==> src/core/asrt_pkg.sv <==
package asrt_pkg;

   // Register byte offsets on the bus
   localparam logic [7:0] OFS_CTRL = 8'h00;
   localparam logic [7:0] OFS_TX_DIV = 8'h04;
   localparam logic [7:0] OFS_RX_DIV = 8'h08;
   localparam logic [7:0] OFS_STATUS = 8'h0C;
   localparam logic [7:0] OFS_RXBUF = 8'h10;
   localparam logic [7:0] OFS_TXBUF = 8'h14;

   // Control register field positions
   localparam int CTRL_PAR_EN = 0;
   localparam int CTRL_PAR_ODD = 1;
   localparam int CTRL_STOP_LO = 2;
   localparam int CTRL_LEN_LO = 4;
   localparam int CTRL_W = 6;

   // Status register field positions
   localparam int STAT_DA = 0;
   localparam int STAT_PERR = 1;
   localparam int STAT_FERR = 2;
   localparam int STAT_OERR = 3;
   localparam int STAT_TX_RDY = 4;

   // Values after reset
   localparam logic [5:0] CTRL_RST = 6'h30;
   localparam logic [15:0] DIV_RST = 16'h028B;

   // Bit clock counts: 16 ticks per bit, receiver samples on the 8th
   localparam logic [3:0] TICK_LAST = 4'hF;
   localparam logic [3:0] TICK_MID = 4'h7;
   localparam logic [5:0] STOP1_LAST = 6'h0F;
   localparam logic [5:0] STOP15_LAST = 6'h17;
   localparam logic [5:0] STOP2_LAST = 6'h1F;

   // Stop length codes
   localparam logic [1:0] STOP_ONE = 2'h0;
   localparam logic [1:0] STOP_ONE_HALF = 2'h1;

   typedef enum logic [2:0] {RX_IDLE, RX_START, RX_DATA, RX_PAR, RX_STOP, RX_BRK} asrt_rx_type;
   typedef enum logic [2:0] {TX_IDLE, TX_START, TX_DATA, TX_PAR, TX_STOP} asrt_tx_type;

   typedef struct packed {
      logic [1:0] len;
      logic [1:0] stop_sel;
      logic par_odd;
      logic par_en;
   } asrt_cfg_type;

   typedef struct packed {
      // Serial input synchroniser and filtered level
      logic [2:0] rx_sync;
      logic rx_lvl;
      logic rx_prev;
      // Bit clock dividers
      logic [15:0] rx_div_cnt;
      logic [15:0] tx_div_cnt;
      // Receiver
      asrt_rx_type rx_st;
      logic [3:0] rx_tick;
      logic [2:0] rx_bit;
      logic [7:0] rx_sh;
      logic rx_par;
      logic [7:0] rx_hold;
      logic da;
      logic perr;
      logic ferr;
      logic oerr;
      // Transmitter
      asrt_tx_type tx_st;
      logic [5:0] tx_tick;
      logic [2:0] tx_bit;
      logic [7:0] tx_sh;
      logic tx_line;
      logic [7:0] tx_buf;
      logic tx_full;
      // Software registers
      asrt_cfg_type cfg;
      logic [15:0] tx_div;
      logic [15:0] rx_div;
      // Bus data phase
      logic dp_wr;
      logic [7:0] dp_addr;
      logic [31:0] rdata;
   } asrt_state_type;

endpackage

==> src/core/asrt_core.sv <==
// The placing of the registers and register access over AHB-Lite are this design's own decisions.
`timescale 1ns/1ns
// Operation
// - Character: start bit, five to eight data bits, optional parity, chosen stop length.
// - Stop bits and idle line are mark; start bit is space.
// - Transmit start bit aligned to bit clock, always sixteen ticks long.
// - Start shorter than half a bit is discarded; bits sampled mid-bit.
// - Idle receiver waits for mark-to-space, then mark sample aborts, space proceeds.
// - Parity enabled: parity of data plus parity bit checked against sense.
// - Parity disabled: no parity bit expected, parity error held low.
// - First stop bit sampled; space there raises framing error.
// - After stop sample, shift register copied to holding register, data-available set.
// - Data-available event updates parity, framing, overrun flags once per character.
// - Character completing while data-available still set raises overrun.
// - Host read of receive buffer clears data-available.
// - Stuck space: one all-space character, framing error, wait for mark.
// - Idle transmitter holds serial output at mark.
// - Buffer write starts start bit within one bit clock tick when idle.
// - End-of-character high between characters; no load into shift while low, except at the tick the last stop ends.
// - Buffer loaded during shifting: next start follows last stop directly.
// - Stop length of 1, 1.5 or 2 bits by counting bit clock ticks in the stop state.
// - Loading shift register from buffer sets transmit-ready flag.
// - End-of-character stays internal, not readable by software.
// - Data bits go least significant first, between start and parity.
module asrt_core #(
   parameter int DIV_W = 16
) (
   // Clock and reset
   input wire logic core_clk,
   input wire logic rst,
   // AHB-Lite slave
   input wire logic hsel,
   input wire logic [7:0] haddr,
   input wire logic [1:0] htrans,
   input wire logic hwrite,
   input wire logic [2:0] hsize,
   input wire logic [31:0] hwdata,
   input wire logic hready,
   output logic hreadyout,
   output logic hresp,
   output logic [31:0] hrdata,
   // Serial line
   input wire logic rx_serial,
   output logic tx_serial
);

   if (DIV_W < 2 || DIV_W > 16)
   begin : g_chk
      $error("DIV_W must be 2 to 16");
   end

   ////////////////////////////////////////////////////////////////////////////
   // Helpers

   // Right-align a character that was shifted in from the top
   function automatic logic [7:0] align(input logic [7:0] sh, input logic [1:0] len);
      logic [7:0] r;
      r = sh >> (3'd3 - {1'b0, len});
      return r;
   endfunction

   // Even parity over the active data bits
   function automatic logic par_of(input logic [7:0] d, input logic [1:0] len);
      logic [7:0] m;
      m = 8'hFF >> (3'd3 - {1'b0, len});
      return ^(d & m);
   endfunction

   // Divisor limited to the counter width that is built
   function automatic logic [15:0] div_lim(input logic [15:0] div);
      logic [15:0] r;
      r = div & 16'(~(17'h1_FFFF << DIV_W));
      return r;
   endfunction

   // A tick ends each divisor period; divisor 0 or 1 ticks every cycle
   function automatic logic tick_due(input logic [15:0] cnt, input logic [15:0] lim);
      logic t;
      t = cnt >= lim - 16'd1 || lim < 16'd2;
      return t;
   endfunction

   // Last tick of the stop state: 1, 1.5 or 2 bits
   function automatic logic [5:0] stop_end(input logic [1:0] sel);
      logic [5:0] r;
      unique case (sel)
         asrt_pkg::STOP_ONE: r = asrt_pkg::STOP1_LAST;
         asrt_pkg::STOP_ONE_HALF: r = asrt_pkg::STOP15_LAST;
         default: r = asrt_pkg::STOP2_LAST;
      endcase
      return r;
   endfunction

   function automatic logic [31:0] read_mux(input asrt_pkg::asrt_state_type s, input logic [7:0] a);
      logic [31:0] r;
      r = 32'h0000_0000;
      unique case (a)
         asrt_pkg::OFS_CTRL: r[asrt_pkg::CTRL_W-1:0] = s.cfg;
         asrt_pkg::OFS_TX_DIV: r[15:0] = s.tx_div;
         asrt_pkg::OFS_RX_DIV: r[15:0] = s.rx_div;
         asrt_pkg::OFS_STATUS:
         begin
            r[asrt_pkg::STAT_DA] = s.da;
            r[asrt_pkg::STAT_PERR] = s.perr;
            r[asrt_pkg::STAT_FERR] = s.ferr;
            r[asrt_pkg::STAT_OERR] = s.oerr;
            r[asrt_pkg::STAT_TX_RDY] = !s.tx_full;
         end
         asrt_pkg::OFS_RXBUF: r[7:0] = s.rx_hold;
         default: r = 32'h0000_0000;
      endcase
      return r;
   endfunction

   ////////////////////////////////////////////////////////////////////////////
   // State

   asrt_pkg::asrt_state_type s_r;
   asrt_pkg::asrt_state_type s_nxt;

   logic addr_ph;
   logic rd_rxbuf;
   logic rx_tick;
   logic tx_tick;
   logic rx_smp;
   logic [15:0] rx_lim;
   logic [15:0] tx_lim;
   logic [5:0] stop_last;
   logic [2:0] last_bit;
   logic eoc;

   // Zero wait states: every transfer ends after one data phase
   assign hreadyout = 1'b1;
   assign hresp = 1'b0;
   assign hrdata = s_r.rdata;
   assign tx_serial = s_r.tx_line;

   always_comb
   begin
      s_nxt = s_r;
      addr_ph = hsel && htrans[1] && hready;
      rd_rxbuf = addr_ph && !hwrite && haddr == asrt_pkg::OFS_RXBUF;
      rx_lim = div_lim(s_r.rx_div);
      tx_lim = div_lim(s_r.tx_div);
      last_bit = 3'd4 + {1'b0, s_r.cfg.len};
      // End-of-character only gates the load; no status bit shows it
      eoc = s_r.tx_st == asrt_pkg::TX_IDLE;
      stop_last = stop_end(s_r.cfg.stop_sel);

      // Bit clocks at sixteen times baud
      rx_tick = tick_due(s_r.rx_div_cnt, rx_lim);
      tx_tick = tick_due(s_r.tx_div_cnt, tx_lim);
      s_nxt.rx_div_cnt = rx_tick ? 16'h0000 : s_r.rx_div_cnt + 16'd1;
      s_nxt.tx_div_cnt = tx_tick ? 16'h0000 : s_r.tx_div_cnt + 16'd1;

      // A pin change counts once the second and third stages agree
      s_nxt.rx_sync = {s_r.rx_sync[1:0], rx_serial};
      if (s_r.rx_sync[1] == s_r.rx_sync[2])
      begin
         s_nxt.rx_lvl = s_r.rx_sync[2];
      end

      //////////////////////////////////////////////////////////////////////
      // Bus: read data and the read side effect are taken at the address
      // phase so the answer is ready with zero wait states
      if (addr_ph && !hwrite)
      begin
         s_nxt.rdata = read_mux(s_r, haddr);
      end
      if (rd_rxbuf)
      begin
         s_nxt.da = 1'b0;
      end
      s_nxt.dp_wr = addr_ph && hwrite;
      if (addr_ph)
      begin
         s_nxt.dp_addr = haddr;
      end
      if (s_r.dp_wr)
      begin
         unique case (s_r.dp_addr)
            asrt_pkg::OFS_CTRL: s_nxt.cfg = hwdata[asrt_pkg::CTRL_W-1:0];
            asrt_pkg::OFS_TX_DIV: s_nxt.tx_div = hwdata[15:0];
            asrt_pkg::OFS_RX_DIV: s_nxt.rx_div = hwdata[15:0];
            asrt_pkg::OFS_TXBUF:
            begin
               s_nxt.tx_buf = hwdata[7:0];
               s_nxt.tx_full = 1'b1;
            end
            default: s_nxt.tx_full = s_r.tx_full;
         endcase
      end

      //////////////////////////////////////////////////////////////////////
      // Receiver
      rx_smp = 1'b0;
      if (rx_tick)
      begin
         s_nxt.rx_prev = s_r.rx_lvl;
         s_nxt.rx_tick = s_r.rx_tick + 4'd1;
         unique case (s_r.rx_st)
            asrt_pkg::RX_IDLE:
            begin
               s_nxt.rx_tick = 4'h0;
               // Mark-to-space edge; the start tick itself counts as tick zero
               if (s_r.rx_prev && !s_r.rx_lvl)
               begin
                  s_nxt.rx_st = asrt_pkg::RX_START;
                  s_nxt.rx_tick = 4'h1;
               end
            end
            asrt_pkg::RX_START:
            begin
               // A start shorter than half a bit is back at mark here
               if (s_r.rx_tick == asrt_pkg::TICK_MID)
               begin
                  s_nxt.rx_tick = 4'h0;
                  s_nxt.rx_bit = 3'd0;
                  s_nxt.rx_st = s_r.rx_lvl ? asrt_pkg::RX_IDLE : asrt_pkg::RX_DATA;
               end
            end
            default:
            begin
               rx_smp = s_r.rx_tick == asrt_pkg::TICK_LAST && s_r.rx_st != asrt_pkg::RX_BRK;
            end
         endcase
         if (s_r.rx_st == asrt_pkg::RX_BRK)
         begin
            s_nxt.rx_tick = 4'h0;
            if (s_r.rx_lvl)
            begin
               s_nxt.rx_st = asrt_pkg::RX_IDLE;
            end
         end
      end
      if (rx_smp)
      begin
         unique case (s_r.rx_st)
            asrt_pkg::RX_DATA:
            begin
               s_nxt.rx_sh = {s_r.rx_lvl, s_r.rx_sh[7:1]};
               s_nxt.rx_bit = s_r.rx_bit + 3'd1;
               if (s_r.rx_bit == last_bit)
               begin
                  s_nxt.rx_st = s_r.cfg.par_en ? asrt_pkg::RX_PAR : asrt_pkg::RX_STOP;
               end
            end
            asrt_pkg::RX_PAR:
            begin
               s_nxt.rx_par = s_r.rx_lvl;
               s_nxt.rx_st = asrt_pkg::RX_STOP;
            end
            default:
            begin
               // Stop sample: transfer, then flags clocked by data-available
               s_nxt.rx_hold = align(s_r.rx_sh, s_r.cfg.len);
               s_nxt.da = 1'b1;
               s_nxt.oerr = s_r.da;
               s_nxt.ferr = !s_r.rx_lvl;
               s_nxt.perr = s_r.cfg.par_en &&
                  (par_of(align(s_r.rx_sh, s_r.cfg.len), s_r.cfg.len) ^ s_r.rx_par ^ s_r.cfg.par_odd);
               s_nxt.rx_st = s_r.rx_lvl ? asrt_pkg::RX_IDLE : asrt_pkg::RX_BRK;
            end
         endcase
      end
      if (!s_r.cfg.par_en)
      begin
         s_nxt.perr = 1'b0;
      end

      //////////////////////////////////////////////////////////////////////
      // Transmitter: a character only enters the shift register while
      // end-of-character is high, or at the very tick the last stop ends
      if (tx_tick)
      begin
         s_nxt.tx_tick = s_r.tx_tick + 6'd1;
         unique case (s_r.tx_st)
            asrt_pkg::TX_IDLE:
            begin
               s_nxt.tx_line = 1'b1;
               s_nxt.tx_tick = 6'h00;
            end
            asrt_pkg::TX_START:
            begin
               if (s_r.tx_tick[3:0] == asrt_pkg::TICK_LAST)
               begin
                  s_nxt.tx_tick = 6'h00;
                  s_nxt.tx_bit = 3'd1;
                  s_nxt.tx_st = asrt_pkg::TX_DATA;
                  s_nxt.tx_line = s_r.tx_sh[0];
               end
            end
            asrt_pkg::TX_DATA:
            begin
               if (s_r.tx_tick[3:0] == asrt_pkg::TICK_LAST)
               begin
                  s_nxt.tx_tick = 6'h00;
                  s_nxt.tx_bit = s_r.tx_bit + 3'd1;
                  s_nxt.tx_line = s_r.tx_sh[s_r.tx_bit];
                  if (s_r.tx_bit == last_bit + 3'd1 || (s_r.tx_bit == 3'd0 && last_bit == 3'd7))
                  begin
                     s_nxt.tx_st = s_r.cfg.par_en ? asrt_pkg::TX_PAR : asrt_pkg::TX_STOP;
                     s_nxt.tx_line = s_r.cfg.par_en ?
                        par_of(s_r.tx_sh, s_r.cfg.len) ^ s_r.cfg.par_odd : 1'b1;
                  end
               end
            end
            asrt_pkg::TX_PAR:
            begin
               if (s_r.tx_tick[3:0] == asrt_pkg::TICK_LAST)
               begin
                  s_nxt.tx_tick = 6'h00;
                  s_nxt.tx_st = asrt_pkg::TX_STOP;
                  s_nxt.tx_line = 1'b1;
               end
            end
            default:
            begin
               // Stop length set by how many ticks the stop state is held
               if (s_r.tx_tick == stop_last)
               begin
                  s_nxt.tx_tick = 6'h00;
                  s_nxt.tx_st = asrt_pkg::TX_IDLE;
               end
            end
         endcase
         // Load on a tick so the start bit is a full sixteen ticks
         if ((eoc || (s_r.tx_st == asrt_pkg::TX_STOP && s_r.tx_tick == stop_last)) && s_r.tx_full)
         begin
            s_nxt.tx_sh = s_r.tx_buf;
            s_nxt.tx_full = 1'b0;
            s_nxt.tx_st = asrt_pkg::TX_START;
            s_nxt.tx_tick = 6'h00;
            s_nxt.tx_line = 1'b0;
         end
      end
      // A buffer write in the same cycle wins over the load's clear
      if (s_r.dp_wr && s_r.dp_addr == asrt_pkg::OFS_TXBUF)
      begin
         s_nxt.tx_full = 1'b1;
      end
      // A new character wins over a simultaneous host read
      if (rx_smp && s_r.rx_st == asrt_pkg::RX_STOP)
      begin
         s_nxt.da = 1'b1;
      end
   end

   ////////////////////////////////////////////////////////////////////////////
   // Registers

   always_ff @(posedge core_clk or posedge rst)
   begin
      if (rst)
      begin
         s_r <= '0;
         s_r.rx_sync <= 3'b111;
         s_r.rx_lvl <= 1'b1;
         s_r.rx_prev <= 1'b1;
         s_r.rx_st <= asrt_pkg::RX_IDLE;
         s_r.tx_st <= asrt_pkg::TX_IDLE;
         s_r.tx_line <= 1'b1;
         s_r.cfg <= asrt_pkg::CTRL_RST;
         s_r.tx_div <= asrt_pkg::DIV_RST;
         s_r.rx_div <= asrt_pkg::DIV_RST;
      end
      else
      begin
         s_r <= s_nxt;
      end
   end

endmodule

==> config.mk <==
export PLATFORM = sky130hd
export DESIGN_NAME = asrt_core
export DESIGN_NICKNAME = d
export VERILOG_FILES = /design/src/core/asrt_pkg.sv /design/src/core/asrt_core.sv
export SDC_FILE = /design/constraint.sdc
export NUM_CORES = 1
export LEC_CHECK = 0
export BUFFER_PORTS_ARGS = -buffer_cell sky130_fd_sc_hd__buf_4
export CAP_MARGIN = 20
export CORE_MARGIN = 5
export CORE_UTILIZATION = 49
export DETAILED_ROUTE_END_ITERATION = 8
export HOLD_SLACK_MARGIN = 0.02
export PLACE_DENSITY_LB_ADDON = 0.08
export SYNTH_ARGS = -nofsm -noshare
export SYNTH_HDL_FRONTEND = slang
export SYNTH_SLANG_ARGS = --single-unit
==> constraint.sdc <==
create_clock -name core_clk -period 6.36 [get_ports core_clk]
set_input_delay 0.636 -clock core_clk [delete_from_list [all_inputs] [get_ports core_clk]]
set_output_delay 0.636 -clock core_clk [all_outputs]
set_load 0.02 [all_outputs]
==> summary.md, run 1 <==
| Metric | Value |
|---|---|
| Result of the run | finished clean |
| Most frequently used cell type in the post-synthesis netlist | dfrtp_1 |
| Seq cells post-synth | 161 |
| Lkg Pwr | 0.00473 uW |
| Cell with the largest stage delay on the worst path | nor4_1 |
| Pre-CTS setup slack | 2120 ps |
| Final ANT Viol Nets | 0 |
| Number of buffers inserted during clock tree synthesis | 17 |
| Initial cell density of the core | 49.7% |
| CTS clock-pin slew for the worst setup and hold paths | 60 ps |
| Detailed-routing iteration count for the pre-antenna-repair pass | 5 |
| Number of nets in the layout | 1011 |
| Clock skew | 8.70 ps |
| Die area | 0.0217 sq mm |
| Antenna cell count | 0 |
| Max transition margin | 38.1% |
| Crit path capture type | flop |
| Most heavily used metal layer in global routing | met2 |
| Category of the most critical setup path | flop to flop |
| Count of distinct cell types in the synthesized netlist | 68 |
| CTS tree | done |
| Critical path data required time | 6660 ps |
| Final WS setup | 2090 ps |
| Half-perimeter wire length after placement | 14600 microns |
| Maximum clock insertion buffer count | 2 |
| Count of endpoints failing setup in the final report | 0 |
| GR Util All Layers | 19.0% |
| Synthesis-to-finish area growth | 10.9% |
| DRC marker count from the first detailed-route iteration | 309 |
| Worst reg-to-reg path cell count | 12 |
| Final worst path period share | 67.2% |
| Met2 Track Usage GR | 30.6% |
| Quantity of hold-fixing buffers added after cts | 0 |
| Post_cts resized | 0 |
| RR Endpoint | s_r[98] |
| Peak Freq | 0.234 GHz |
| Max Transition Viols Final | 0 |
| Leftover overflow at the end of global routing | 0 |
| Placement Cell Area | 0.00959 sq mm |
| CTS H-Tree Depth | 4 |
| MaxCap Viol Count | 0 |
| Largest net degree at the start of global routing | 110 |
| Cell types occupying the most area after synthesis | dfrtp_1, mux2_2, ha_1 |
| Detailed Route WL | 20200 microns |
| Unrepaired setup endpoints after global routing | false |
| Post-synthesis instance area | 0.00926 sq mm |
| Clock tree sinks | 161 |
| Synthesized area divided by synthesized cell count | 10.3 sq um |
| CP max FO | 23 |
| Die Y-Extent | 147 microns |
| I/O pins | 86 |
| Initial antenna violation count | 0 |
| Final weighted congestion of routability-driven global placement | 0.839 |
| Die Span X | 147 microns |
| R2r startpoint | tx_lim[4] |
| Std-Cell Rows | 50 |
| Shortest period the worst path allows | 4270 ps |
| Buffer count from post-CTS setup fixing | 0 |
| Path category of the worst min-delay check | input port to asynchronous set/reset pin |
| Post-synthesis cell type with the largest combined area | dfrtp_1 |
| Dominant synthesized flop cell | dfrtp_1 |
| Startpoint Class | flop |
| Total power divided by cell area | 277 mW/mm^2 |
| Number of standard cells after synthesis | 895 |
| Seq/Total Area, Yosys | 43.8% |
| Final Core Density | 55.0% |
| Total negative slack | 0 ps |
| Std-Cell Core Area | 0.0186 sq mm |
| Cell breakdown of the critical path | nor4_1, nand3_1, nor2_1, nand2_1, xor2_1, ha_1, a21o_1, a21o_1, a21oi_1, nand2_1, and2_1, a221o_1 |
| Routed via count divided by cell count | 5.68 |
| Number of flops mapped to enable cells by yosys | 0 |
| Data arrival time at the worst-slack endpoint | 4570 ps |
| Number of filler instances in the final layout | 1629 |
| Reg2reg setup slack | 2090 ps |
| DRC | 0 |
| Ratio of cells with drive above 1 in the final layout | 21.2% |
| Met3 Use GR | 3.28% |
| Routed vias | 6603 |
| Number of global-route vias before repair | 6559 |
| Count of input and output buffers | 47 |
| Synth async-reset ratio | 100% |
| Leading cell types by count after synthesis | dfrtp_1, nand2_1, nor2_1 |
| Average detailed-routed wire length per instance | 17.4 microns |
| Global-route wire length before repair | 33700 microns |
| Met1 track demand over resource | 26.8% |
| Gate family responsible for the most delay along the worst path | simple AND/OR/NAND/NOR gates |
| Number of failing hold endpoints at the final stage | 0 |
| Yosys warnings | 0 |
| Yosys top cell area share | 38.7% |
| Worst vdd rail ir drop | 0.202 mV |
| WP buf/inv | 0 |
| Worst path max stage delay | 660 ps |
| Root buffer selected by CTS | clkbuf_16 |
| Transition time at the pin with the least slew margin | 928 ps |
| Clock network latency to the later pin of the worst-skew pair | 420 ps |
| Final instance area | 0.0103 sq mm |
## worst max-delay path by stage
stage               startpoint        end  slack (ps)  cells past startpoint
floorplan                  rst  hrdata[0]        1410                      1
global placement     tx_lim[4]    s_r[98]        2260                     12
detailed placement   tx_lim[4]    s_r[98]        2120                     12
CTS                  tx_lim[4]    s_r[98]        2060                     12
global route         tx_lim[4]   s_r[104]        1750                     12
finish               tx_lim[4]    s_r[98]        2090                     12
## cells in the final DEF, fill, tap and decap left out, drive strengths merged, types with 16 or more instances in the layout
cell / synthesis / layout
nand3: 40 / 40
xor2: 33 / 33
a21oi: 16 / 16
mux2: 78 / 78
o21ai: 42 / 42
dfrtp: 143 / 143
clkbuf: 18 / 22
xnor2: 42 / 42
conb: 2 / 18
nor2: 75 / 75
nand2: 78 / 78
buf: 49 / 53
inv: 32 / 32
nor3: 16 / 16
ha: 44 / 44
dfstp: 18 / 18
## layout make-up
class                   count  area, sq um  share of cell area, %
inverters                  32          125                   1.22
clock buffers              22          464                   4.52
flip-flops and latches    161         4050                   39.5
repair buffers             53          438                   4.27
well taps                 234          293                   2.85
multi-input cells         651         4730                   46.1
clock inverters            10          158                   1.54
## sequential cells by signal (all words and copies together), names as in the netlist
| register | count |
|---|---|
| s_r | 110 |
| hrdata | 16 |
| rx_lim | 16 |
| tx_lim | 16 |
| s_nxt | 2 |
| tx_serial | 1 |
## stage by stage
stage	hold WS [ps]	total power, uW	instances
2_1_floorplan	345	1650	911
5_1_grt	249	2990	1163
6_report	216	2840	1163
4_1_cts	304	2870	1161
3_3_place_gp	349	1750	1129
3_5_place_dp	349	1780	1129
## routing by layer
layer	share of wire (%)	up-vias	wire, microns
met4	1.4	0	279
met3	3.4	20	690
met1	47	3303	9580
met2	48	102	9650
met5	0	-	0
li1	-	3178	-
## power by group
group          total (uW)  switching (uW)  internal, uW
Combinational         524             283           240
Clock                1080             407           677
Sequential           1230             114          1120
## cells by family after synthesis
logic type | count (synthesis) | share of synthesized area [%]
DFF | 161 | 43.8
and+or+nand+nor | 282 | 14.8
buffers and inverters | 99 | 5.84
other | 2 | 0.0811
muxes | 93 | 11.9
AOI/OAI and AO/OA | 138 | 10.4
xor gates and xnor gates | 75 | 7.10
adders and majority gates | 45 | 6.06
## worst reg2reg max path, cell delays in order (launching register included)
cell and delay, ps:
dfrtp_1 440, nor4_1 660, nand3_1 270, nor2_1 230, nand2_1 100, xor2_1 160, ha_1 310, a21o_1 160
a21o_1 170, a21oi_1 210, nand2_1 400, and2_1 610, a221o_1 460
(Power assumes the default switching activity.)
==> inputs of run 2 (changes only) <==
--- a/config.mk
+++ b/config.mk
@@ -5,6 +5,7 @@
 export SDC_FILE = /design/constraint.sdc
 export NUM_CORES = 1
 export LEC_CHECK = 0
+export ABC_AREA = 1
 export BUFFER_PORTS_ARGS = -buffer_cell sky130_fd_sc_hd__buf_4
 export CAP_MARGIN = 20
 export CORE_MARGIN = 5
==> constraint.sdc (replaced) <==
create_clock -name core_clk -period 4 [get_ports core_clk]
set_input_delay 0.4 -clock core_clk [delete_from_list [all_inputs] [get_ports core_clk]]
set_output_delay 0.4 -clock core_clk [all_outputs]
set_load 0.02 [all_outputs]
==> summary.md, run 2 <==
| Metric | Value |
|---|---|
| Leftover overflow at the end of global routing | 0 (unchanged) |
| Die Span X | 150 microns (+1.7%) |
| Category of the most critical setup path | flop to flop |
| Max transition margin | 37.8% (-0.31 points) |
| Count of distinct cell types in the synthesized netlist | 47 (-31%) |
| CTS tree | done |
| Commonest non-fill, non-tap cell in the layout | nand2_1 |
| Result of the run | finished clean |
| Final ANT Viol Nets | 0 (unchanged) |
| Hold Crit Depth | 1 |
| Die Y-Extent | 150 microns (+1.7%) |
| Crit path capture type | flop |
| Post-synthesis cell type with the largest combined area | dfrtp_1 |
| Number of placed instances, taps included | 1529 (+35%) |
| Post-synthesis instance area | 0.00960 sq mm (+3.7%) |
| Initial antenna violation count | 0 (unchanged) |
| Die area | 0.0225 sq mm (+3.5%) |
| Synth async-reset ratio | 100% (unchanged) |
| Path category of the worst min-delay check | input port to flop |
| Critical path data required time | 4330 ps (-2330 ps) |
| Register Area | 0.00405 sq mm (unchanged) |
| Std-Cell Core Area | 0.0194 sq mm (+4.1%) |
| Peak Freq | 0.286 GHz (+22%) |
| Total negative slack | 0 ps (unchanged) |
| Buffer count from post-CTS setup fixing | 0 (unchanged) |
| Unrepaired setup endpoints after global routing | false |
| Final Core Density | 54.8% (-0.21 points) |
| Std-Cell Rows | 51 (+2.0%) |
| Count of endpoints failing setup in the final report | 0 (unchanged) |
| Total area of multi-input combinational cells | 0.00461 sq mm (-2.6%) |
| Number of buffers inserted during clock tree synthesis | 17 (unchanged) |
| CTS clock-pin slew for the worst setup and hold paths | 60 ps (about the same) |
| Yosys warnings | 0 (unchanged) |
| Transition time at the pin with the least slew margin | 930 ps (+2.45 ps) |
| CP max FO | 27 (+17%) |
| Final weighted congestion of routability-driven global placement | 0.814 (-2.9%) |
| Initial cell density of the core | 49.5% (-0.15 points) |
| Clock skew | 7.52 ps (-1.19 ps) |
| Max Transition Viols Final | 0 (unchanged) |
| Count of input and output buffers | 47 (unchanged) |
| Synthesis-to-finish area growth | 10.8% (about the same) |
| Post-route non-filler standard cell count | 1561 (+34%) |
| Clock tree sinks | 161 (unchanged) |
| Maximum clock insertion buffer count | 2 (unchanged) |
| Lkg Pwr | 0.00562 uW (+19%) |
| Startpoint Class | flop |
| CTS H-Tree Depth | 4 (unchanged) |
| Fin Hold WS | 71.2 ps (-145 ps) |
| Shortest period the worst path allows | 3500 ps (-773 ps) |
| Clock network latency to the later pin of the worst-skew pair | 430 ps (about the same) |
| Global-route wire length before repair | 35600 microns (+5.7%) |
| Half-perimeter wire length after placement | 15900 microns (+9.2%) |
| GR Util All Layers | 20.0% (+0.95 points) |
| Routed vias | 7838 (+19%) |
| Number of standard cells after synthesis | 1255 (+40%) |
| DRC marker count from the first detailed-route iteration | 361 (+17%) |
| Quantity of hold-fixing buffers added after cts | 0 (unchanged) |
| Worst reg-to-reg path cell count | 18 (+6) |
| Top library cells by usage in the layout, fill and taps aside | nand2_1, inv_1, dfrtp_1, nor2_1, o21ai_0 |
| Final worst path period share | 87.5% (+20 points) |
| DRC | 0 (unchanged) |
| Number of nets in the layout | 1378 (+36%) |
| Most frequently used cell type in the post-synthesis netlist | nand2_1 |
| Detailed Route WL | 21700 microns (+7.3%) |
| Average detailed-routed wire length per instance | 13.9 microns (-20%) |
| Seq/Total Area, Yosys | 42.2% (-1.6 points) |
| Max FFs per register | 110 (unchanged) |
| Number of failing hold endpoints at the final stage | 0 (unchanged) |
| Post_cts resized | 0 (unchanged) |
| Total power divided by cell area | 394 mW/mm^2 (+42%) |
| Cell types occupying the most area after synthesis | dfrtp_1, nand2_1, inv_1 |
| Number of global-route vias before repair | 7041 (+7.3%) |
| Worst vdd rail ir drop | 0.309 mV (+53%) |
| Number of flops mapped to enable cells by yosys | 0 (unchanged) |
| Seq cells post-synth | 161 (unchanged) |
| Dominant synthesized flop cell | dfrtp_1 |
| Leading cell types by count after synthesis | nand2_1, inv_1, dfrtp_1 |
| Antenna cell count | 0 (unchanged) |
| Number of filler instances in the final layout | 1887 (+16%) |
| Largest net degree at the start of global routing | 162 (+47%) |
| Routed via count divided by cell count | 5.02 (-12%) |
| Synthesized area divided by synthesized cell count | 7.65 sq um (-26%) |
| I/O pins | 86 (unchanged) |
| Yosys top cell area share | 37.3% (-1.4 points) |
| Detailed-routing iteration count for the pre-antenna-repair pass | 5 (unchanged) |
| Root buffer selected by CTS | clkbuf_16 |
| Data arrival time at the worst-slack endpoint | 3830 ps (-740 ps) |
| Ratio of cells with drive above 1 in the final layout | 11.0% (-10 points) |
| Register bank with the most flops | s_r |
| MaxCap Viol Count | 0 (unchanged) |
## run 2: report_power, final
| group | internal, uW | switching, uW | leakage (uW) |
|---|---|---|---|
| clock network | 1040 | 669 | 0.000306 |
| registers | 1750 | 141 | 0.00196 |
| logic | 220 | 363 | 0.00336 |
| total | 3020 | 1170 | 0.00562 |
## run 2: per-stage QoR
step	setup slack (ps)	total power, uW	cell area (sq um)
6_report	499	4190	10600
3_5_place_dp	498	2510	10000
2_1_floorplan	1120	2340	9670
3_3_place_gp	536	2490	10000
5_1_grt	114	4390	10600
4_1_cts	472	4240	10600
## run 2: final cells by class
class / instances / share of cell area, %
clock buffers: 22 / 4.55
flip-flops and latches: 161 / 38.1
multi-input cells: 886 / 43.3
well taps: 265 / 3.12
clock inverters: 10 / 1.24
inverters: 164 / 5.82
repair buffers: 53 / 3.86
## run 2: logic make-up (layout without fill, tap and decap cells)
group                      count (synthesis)  count (layout)  share of synthesized area (%)
and+or+nand+nor                          582             582                           26.5
other                                      2              18                         0.0782
buffers and inverters                    224             249                           10.4
xor gates and xnor gates                  42              42                           3.83
adders and majority gates                 45              45                           5.84
AOI/OAI and AO/OA                        197             197                           10.9
muxes                                      2               2                          0.222
DFF                                      161             161                           42.2
## run 2: final timing paths
check | start | endpoint | slack (ps)
worst max register to register | rx_lim[1] | s_r[111] | 500
min in group asynchronous | rst | s_r[153] | 190
max in group asynchronous | rst | s_r[156] | 3130
worst min register to register | s_nxt[175] | s_nxt[176] | 360
worst min-delay path | rx_serial | s_nxt[175] | 70
worst max-delay path | rx_lim[1] | s_r[111] | 500
## run 2: critical path, stage by stage, from the launching register on
cell      delay (ps)
dfstp_2          370
inv_1            120
ha_1             200
nand3_1          170
nor3_1           280
nand2_1          140
nor4_1           250
xor2_1           180
inv_1             60
ha_1             290
nand4_1          110
a21oi_1          230
nor2_4            80
nand2_8          180
nand3b_2         300
inv_2            240
nand3_1           90
nand2_1           60
inv_1             30
## run 2: layer usage
layer	vias to the layer above	global-route usage (%)	wire length [microns]	part of all wire [%]
li1	4057	-	-	-
met1	3616	29.2	10800	50
met2	134	29.9	9540	44
met3	31	3.85	861	4.0
met4	0	6.27	453	2.1
met5	-	0	0	0
==> inputs of run 3 (changes only) <==
--- a/config.mk
+++ b/config.mk
@@ -8,8 +8,10 @@
 export ABC_AREA = 1
 export BUFFER_PORTS_ARGS = -buffer_cell sky130_fd_sc_hd__buf_4
 export CAP_MARGIN = 20
+export CORE_ASPECT_RATIO = 0.75
 export CORE_MARGIN = 5
 export CORE_UTILIZATION = 49
+export CTS_CLUSTER_SIZE = 16
 export DETAILED_ROUTE_END_ITERATION = 8
 export HOLD_SLACK_MARGIN = 0.02
 export PLACE_DENSITY_LB_ADDON = 0.08
==> summary.md, run 3 (synthesis gave the netlist of run 2 again) <==
| Metric | Value |
|---|---|
| Initial cell density of the core | 49.7% (+0.19 points) |
| Final weighted congestion of routability-driven global placement | 0.857 (+5.2%) |
| Register bank with the most flops | s_r |
| Lkg Pwr | 0.00564 uW (+0.33%) |
| Startpoint Class | flop |
| Total negative slack | 0 ps (unchanged) |
| Max transition margin | 38.0% (+0.18 points) |
| Initial antenna violation count | 0 (unchanged) |
| DRC | 0 (unchanged) |
| Die Span X | 172 microns (+14%) |
| Result of the run | finished clean |
| Clock tree sinks | 161 (unchanged) |
| Largest net degree at the start of global routing | 96 (-41%) |
| Final Core Density | 55.3% (+0.48 points) |
| Transition time at the pin with the least slew margin | 928 ps (-2.67 ps) |
| DRC marker count from the first detailed-route iteration | 623 (+73%) |
| Proportion of power drawn by the clock network | 42.2% (+1.3 points) |
| Detailed-routing iteration count for the pre-antenna-repair pass | 6 (+1) |
| Register share of total power | 43.9% (-1.3 points) |
| Category of the most critical setup path | flop to flop |
| Final ANT Viol Nets | 0 (unchanged) |
| I/O pins | 86 (unchanged) |
| Std-Cell Core Area | 0.0193 sq mm (-0.39%) |
| Peak Freq | 0.282 GHz (-1.3%) |
| Path category of the worst min-delay check | input port to flop |
| Global-route wire length before repair | 36800 microns (+3.4%) |
| Count of input and output buffers | 47 (unchanged) |
| Worst vdd rail ir drop | 0.307 mV (-0.66%) |
| CP max FO | 27 (unchanged) |
| Clock skew | 10.4 ps (+2.85 ps) |
| Number of buffers inserted during clock tree synthesis | 17 (unchanged) |
| Maximum clock insertion buffer count | 2 (unchanged) |
| Number of global-route vias before repair | 7171 (+1.8%) |
| Post_cts resized | 0 (unchanged) |
| Internal power | 3100 uW (+2.9%) |
| Synthesis-to-finish area growth | 11.3% |
| Std-Cell Rows | 44 (-14%) |
| CTS tree | done |
| Ratio of cells with drive above 1 in the final layout | 11.0% (-0.017 points) |
| Switching power as a share of total power | 28.1% (+0.060 points) |
| Net Sw Power | 1210 uW (+3.2%) |
| Routed vias | 7891 (+0.68%) |
| Leftover overflow at the end of global routing | 0 (unchanged) |
| Number of failing hold endpoints at the final stage | 0 (unchanged) |
| Die area | 0.0225 sq mm (+0.13%) |
| Top library cells by usage in the layout, fill and taps aside | nand2_1, inv_1, dfrtp_1, nor2_1, o21ai_0 |
| Buffer count from post-CTS setup fixing | 0 (unchanged) |
| Max FFs per register | 110 (unchanged) |
| Average detailed-routed wire length per instance | 14.3 microns (+2.8%) |
| CTS clock-pin slew for the worst setup and hold paths | 70 ps (about the same) |
| Critical path data required time | 4320 ps (about the same) |
| Max Transition Viols Final | 0 (unchanged) |
| Data arrival time at the worst-slack endpoint | 3870 ps (+40 ps) |
| Half-perimeter wire length after placement | 16500 microns (+3.4%) |
| CTS H-Tree Depth | 4 (unchanged) |
| GR Util All Layers | 20.2% (+0.21 points) |
| Share of power burned in combinational logic | 13.9% (about the same) |
| Total power divided by cell area | 404 mW/mm^2 (+2.5%) |
| Die Y-Extent | 131 microns (-13%) |
| Routed via count divided by cell count | 5.09 (+1.3%) |
| Crit path capture type | flop |
| Final worst path period share | 88.7% (+1.2 points) |
| Number of nets in the layout | 1380 (+0.15%) |
| Shortest period the worst path allows | 3550 ps (+47.4 ps) |
| Count of endpoints failing setup in the final report | 0 (unchanged) |
| Root buffer selected by CTS | clkbuf_16 |
| Unrepaired setup endpoints after global routing | false |
| Clock network latency to the later pin of the worst-skew pair | 430 ps (about the same) |
| Detailed Route WL | 22100 microns (+2.1%) |
| Commonest non-fill, non-tap cell in the layout | nand2_1 |
| Antenna cell count | 0 (unchanged) |
| Quantity of hold-fixing buffers added after cts | 1 (+1) |
| MaxCap Viol Count | 0 (unchanged) |
[run 3: final cells by class]
type,instances,area (sq um)
Inverter,164,619
Fill cell,1817,8630
Clock buffer,20,447
Clock inverter,12,205
Multi-Input combinational cell,886,4610
Sequential cell,161,4050
Timing Repair Buffer,55,440
Tap cell,253,317
[run 3: per-stage QoR]
| stage | instances | hold slack, ps | area, sq um | power (uW) | worst slack [ps] |
|---|---|---|---|---|---|
| after floorplan | 1271 | 345 | 9670 | 2340 | 1120 |
| after global placement | 1518 | 348 | 10000 | 2500 | 530 |
| after detailed placement | 1518 | 348 | 10000 | 2510 | 510 |
| after CTS | 1551 | 52.5 | 10700 | 4350 | 468 |
| after global routing | 1551 | 59.5 | 10700 | 4520 | 65.4 |
| final | 1551 | 75.0 | 10700 | 4320 | 451 |
[run 3: critical path, cell delays in order (launching register included)]
cell,delay (ps)
dfstp_2,380
inv_1,110
ha_1,190
nand3_1,190
nor3_1,320
nand2_1,150
nor4_1,230
xor2_1,190
inv_1,60
ha_1,280
nand4_1,110
a21oi_1,230
nor2_4,80
nand2_8,180
nand2_4,100
nor2_4,280
inv_2,180
nand2_1,110
o21ai_2,50
[run 3: worst paths after layout]
path                            start          to  slack (ps)  depth (start not counted)
setup / recovery            rx_lim[0]    s_r[129]         450                         18
hold / removal              rx_serial  s_nxt[175]          70                          1
setup reg to reg            rx_lim[0]    s_r[129]         450                         18
hold reg to reg            s_nxt[175]  s_nxt[176]         360                          0
max in group asynchronous         rst  s_nxt[176]        2770                          4
min in group asynchronous         rst  tx_lim[12]         460                          3
[run 3: power by group through the flow]
stage / Clock [uW] / Sequential, uW / Combinational [uW]
after global placement: 0 / 1920 / 586
after detailed placement: 0 / 1920 / 596
after global routing: 1930 / 1910 / 686
final: 1820 / 1890 / 600
after floorplan: 0 / 1860 / 483
after CTS: 1860 / 1890 / 602
[run 3: per-layer routing]
layer | vias up | part of all wire, % | global-route usage (%)
li1 | 4069 | - | -
met3 | 23 | 4.6 | 3.21
met1 | 3627 | 53 | 32.8
met4 | 0 | 2.1 | 6.47
met2 | 172 | 40 | 26.9
met5 | - | 0 | 0
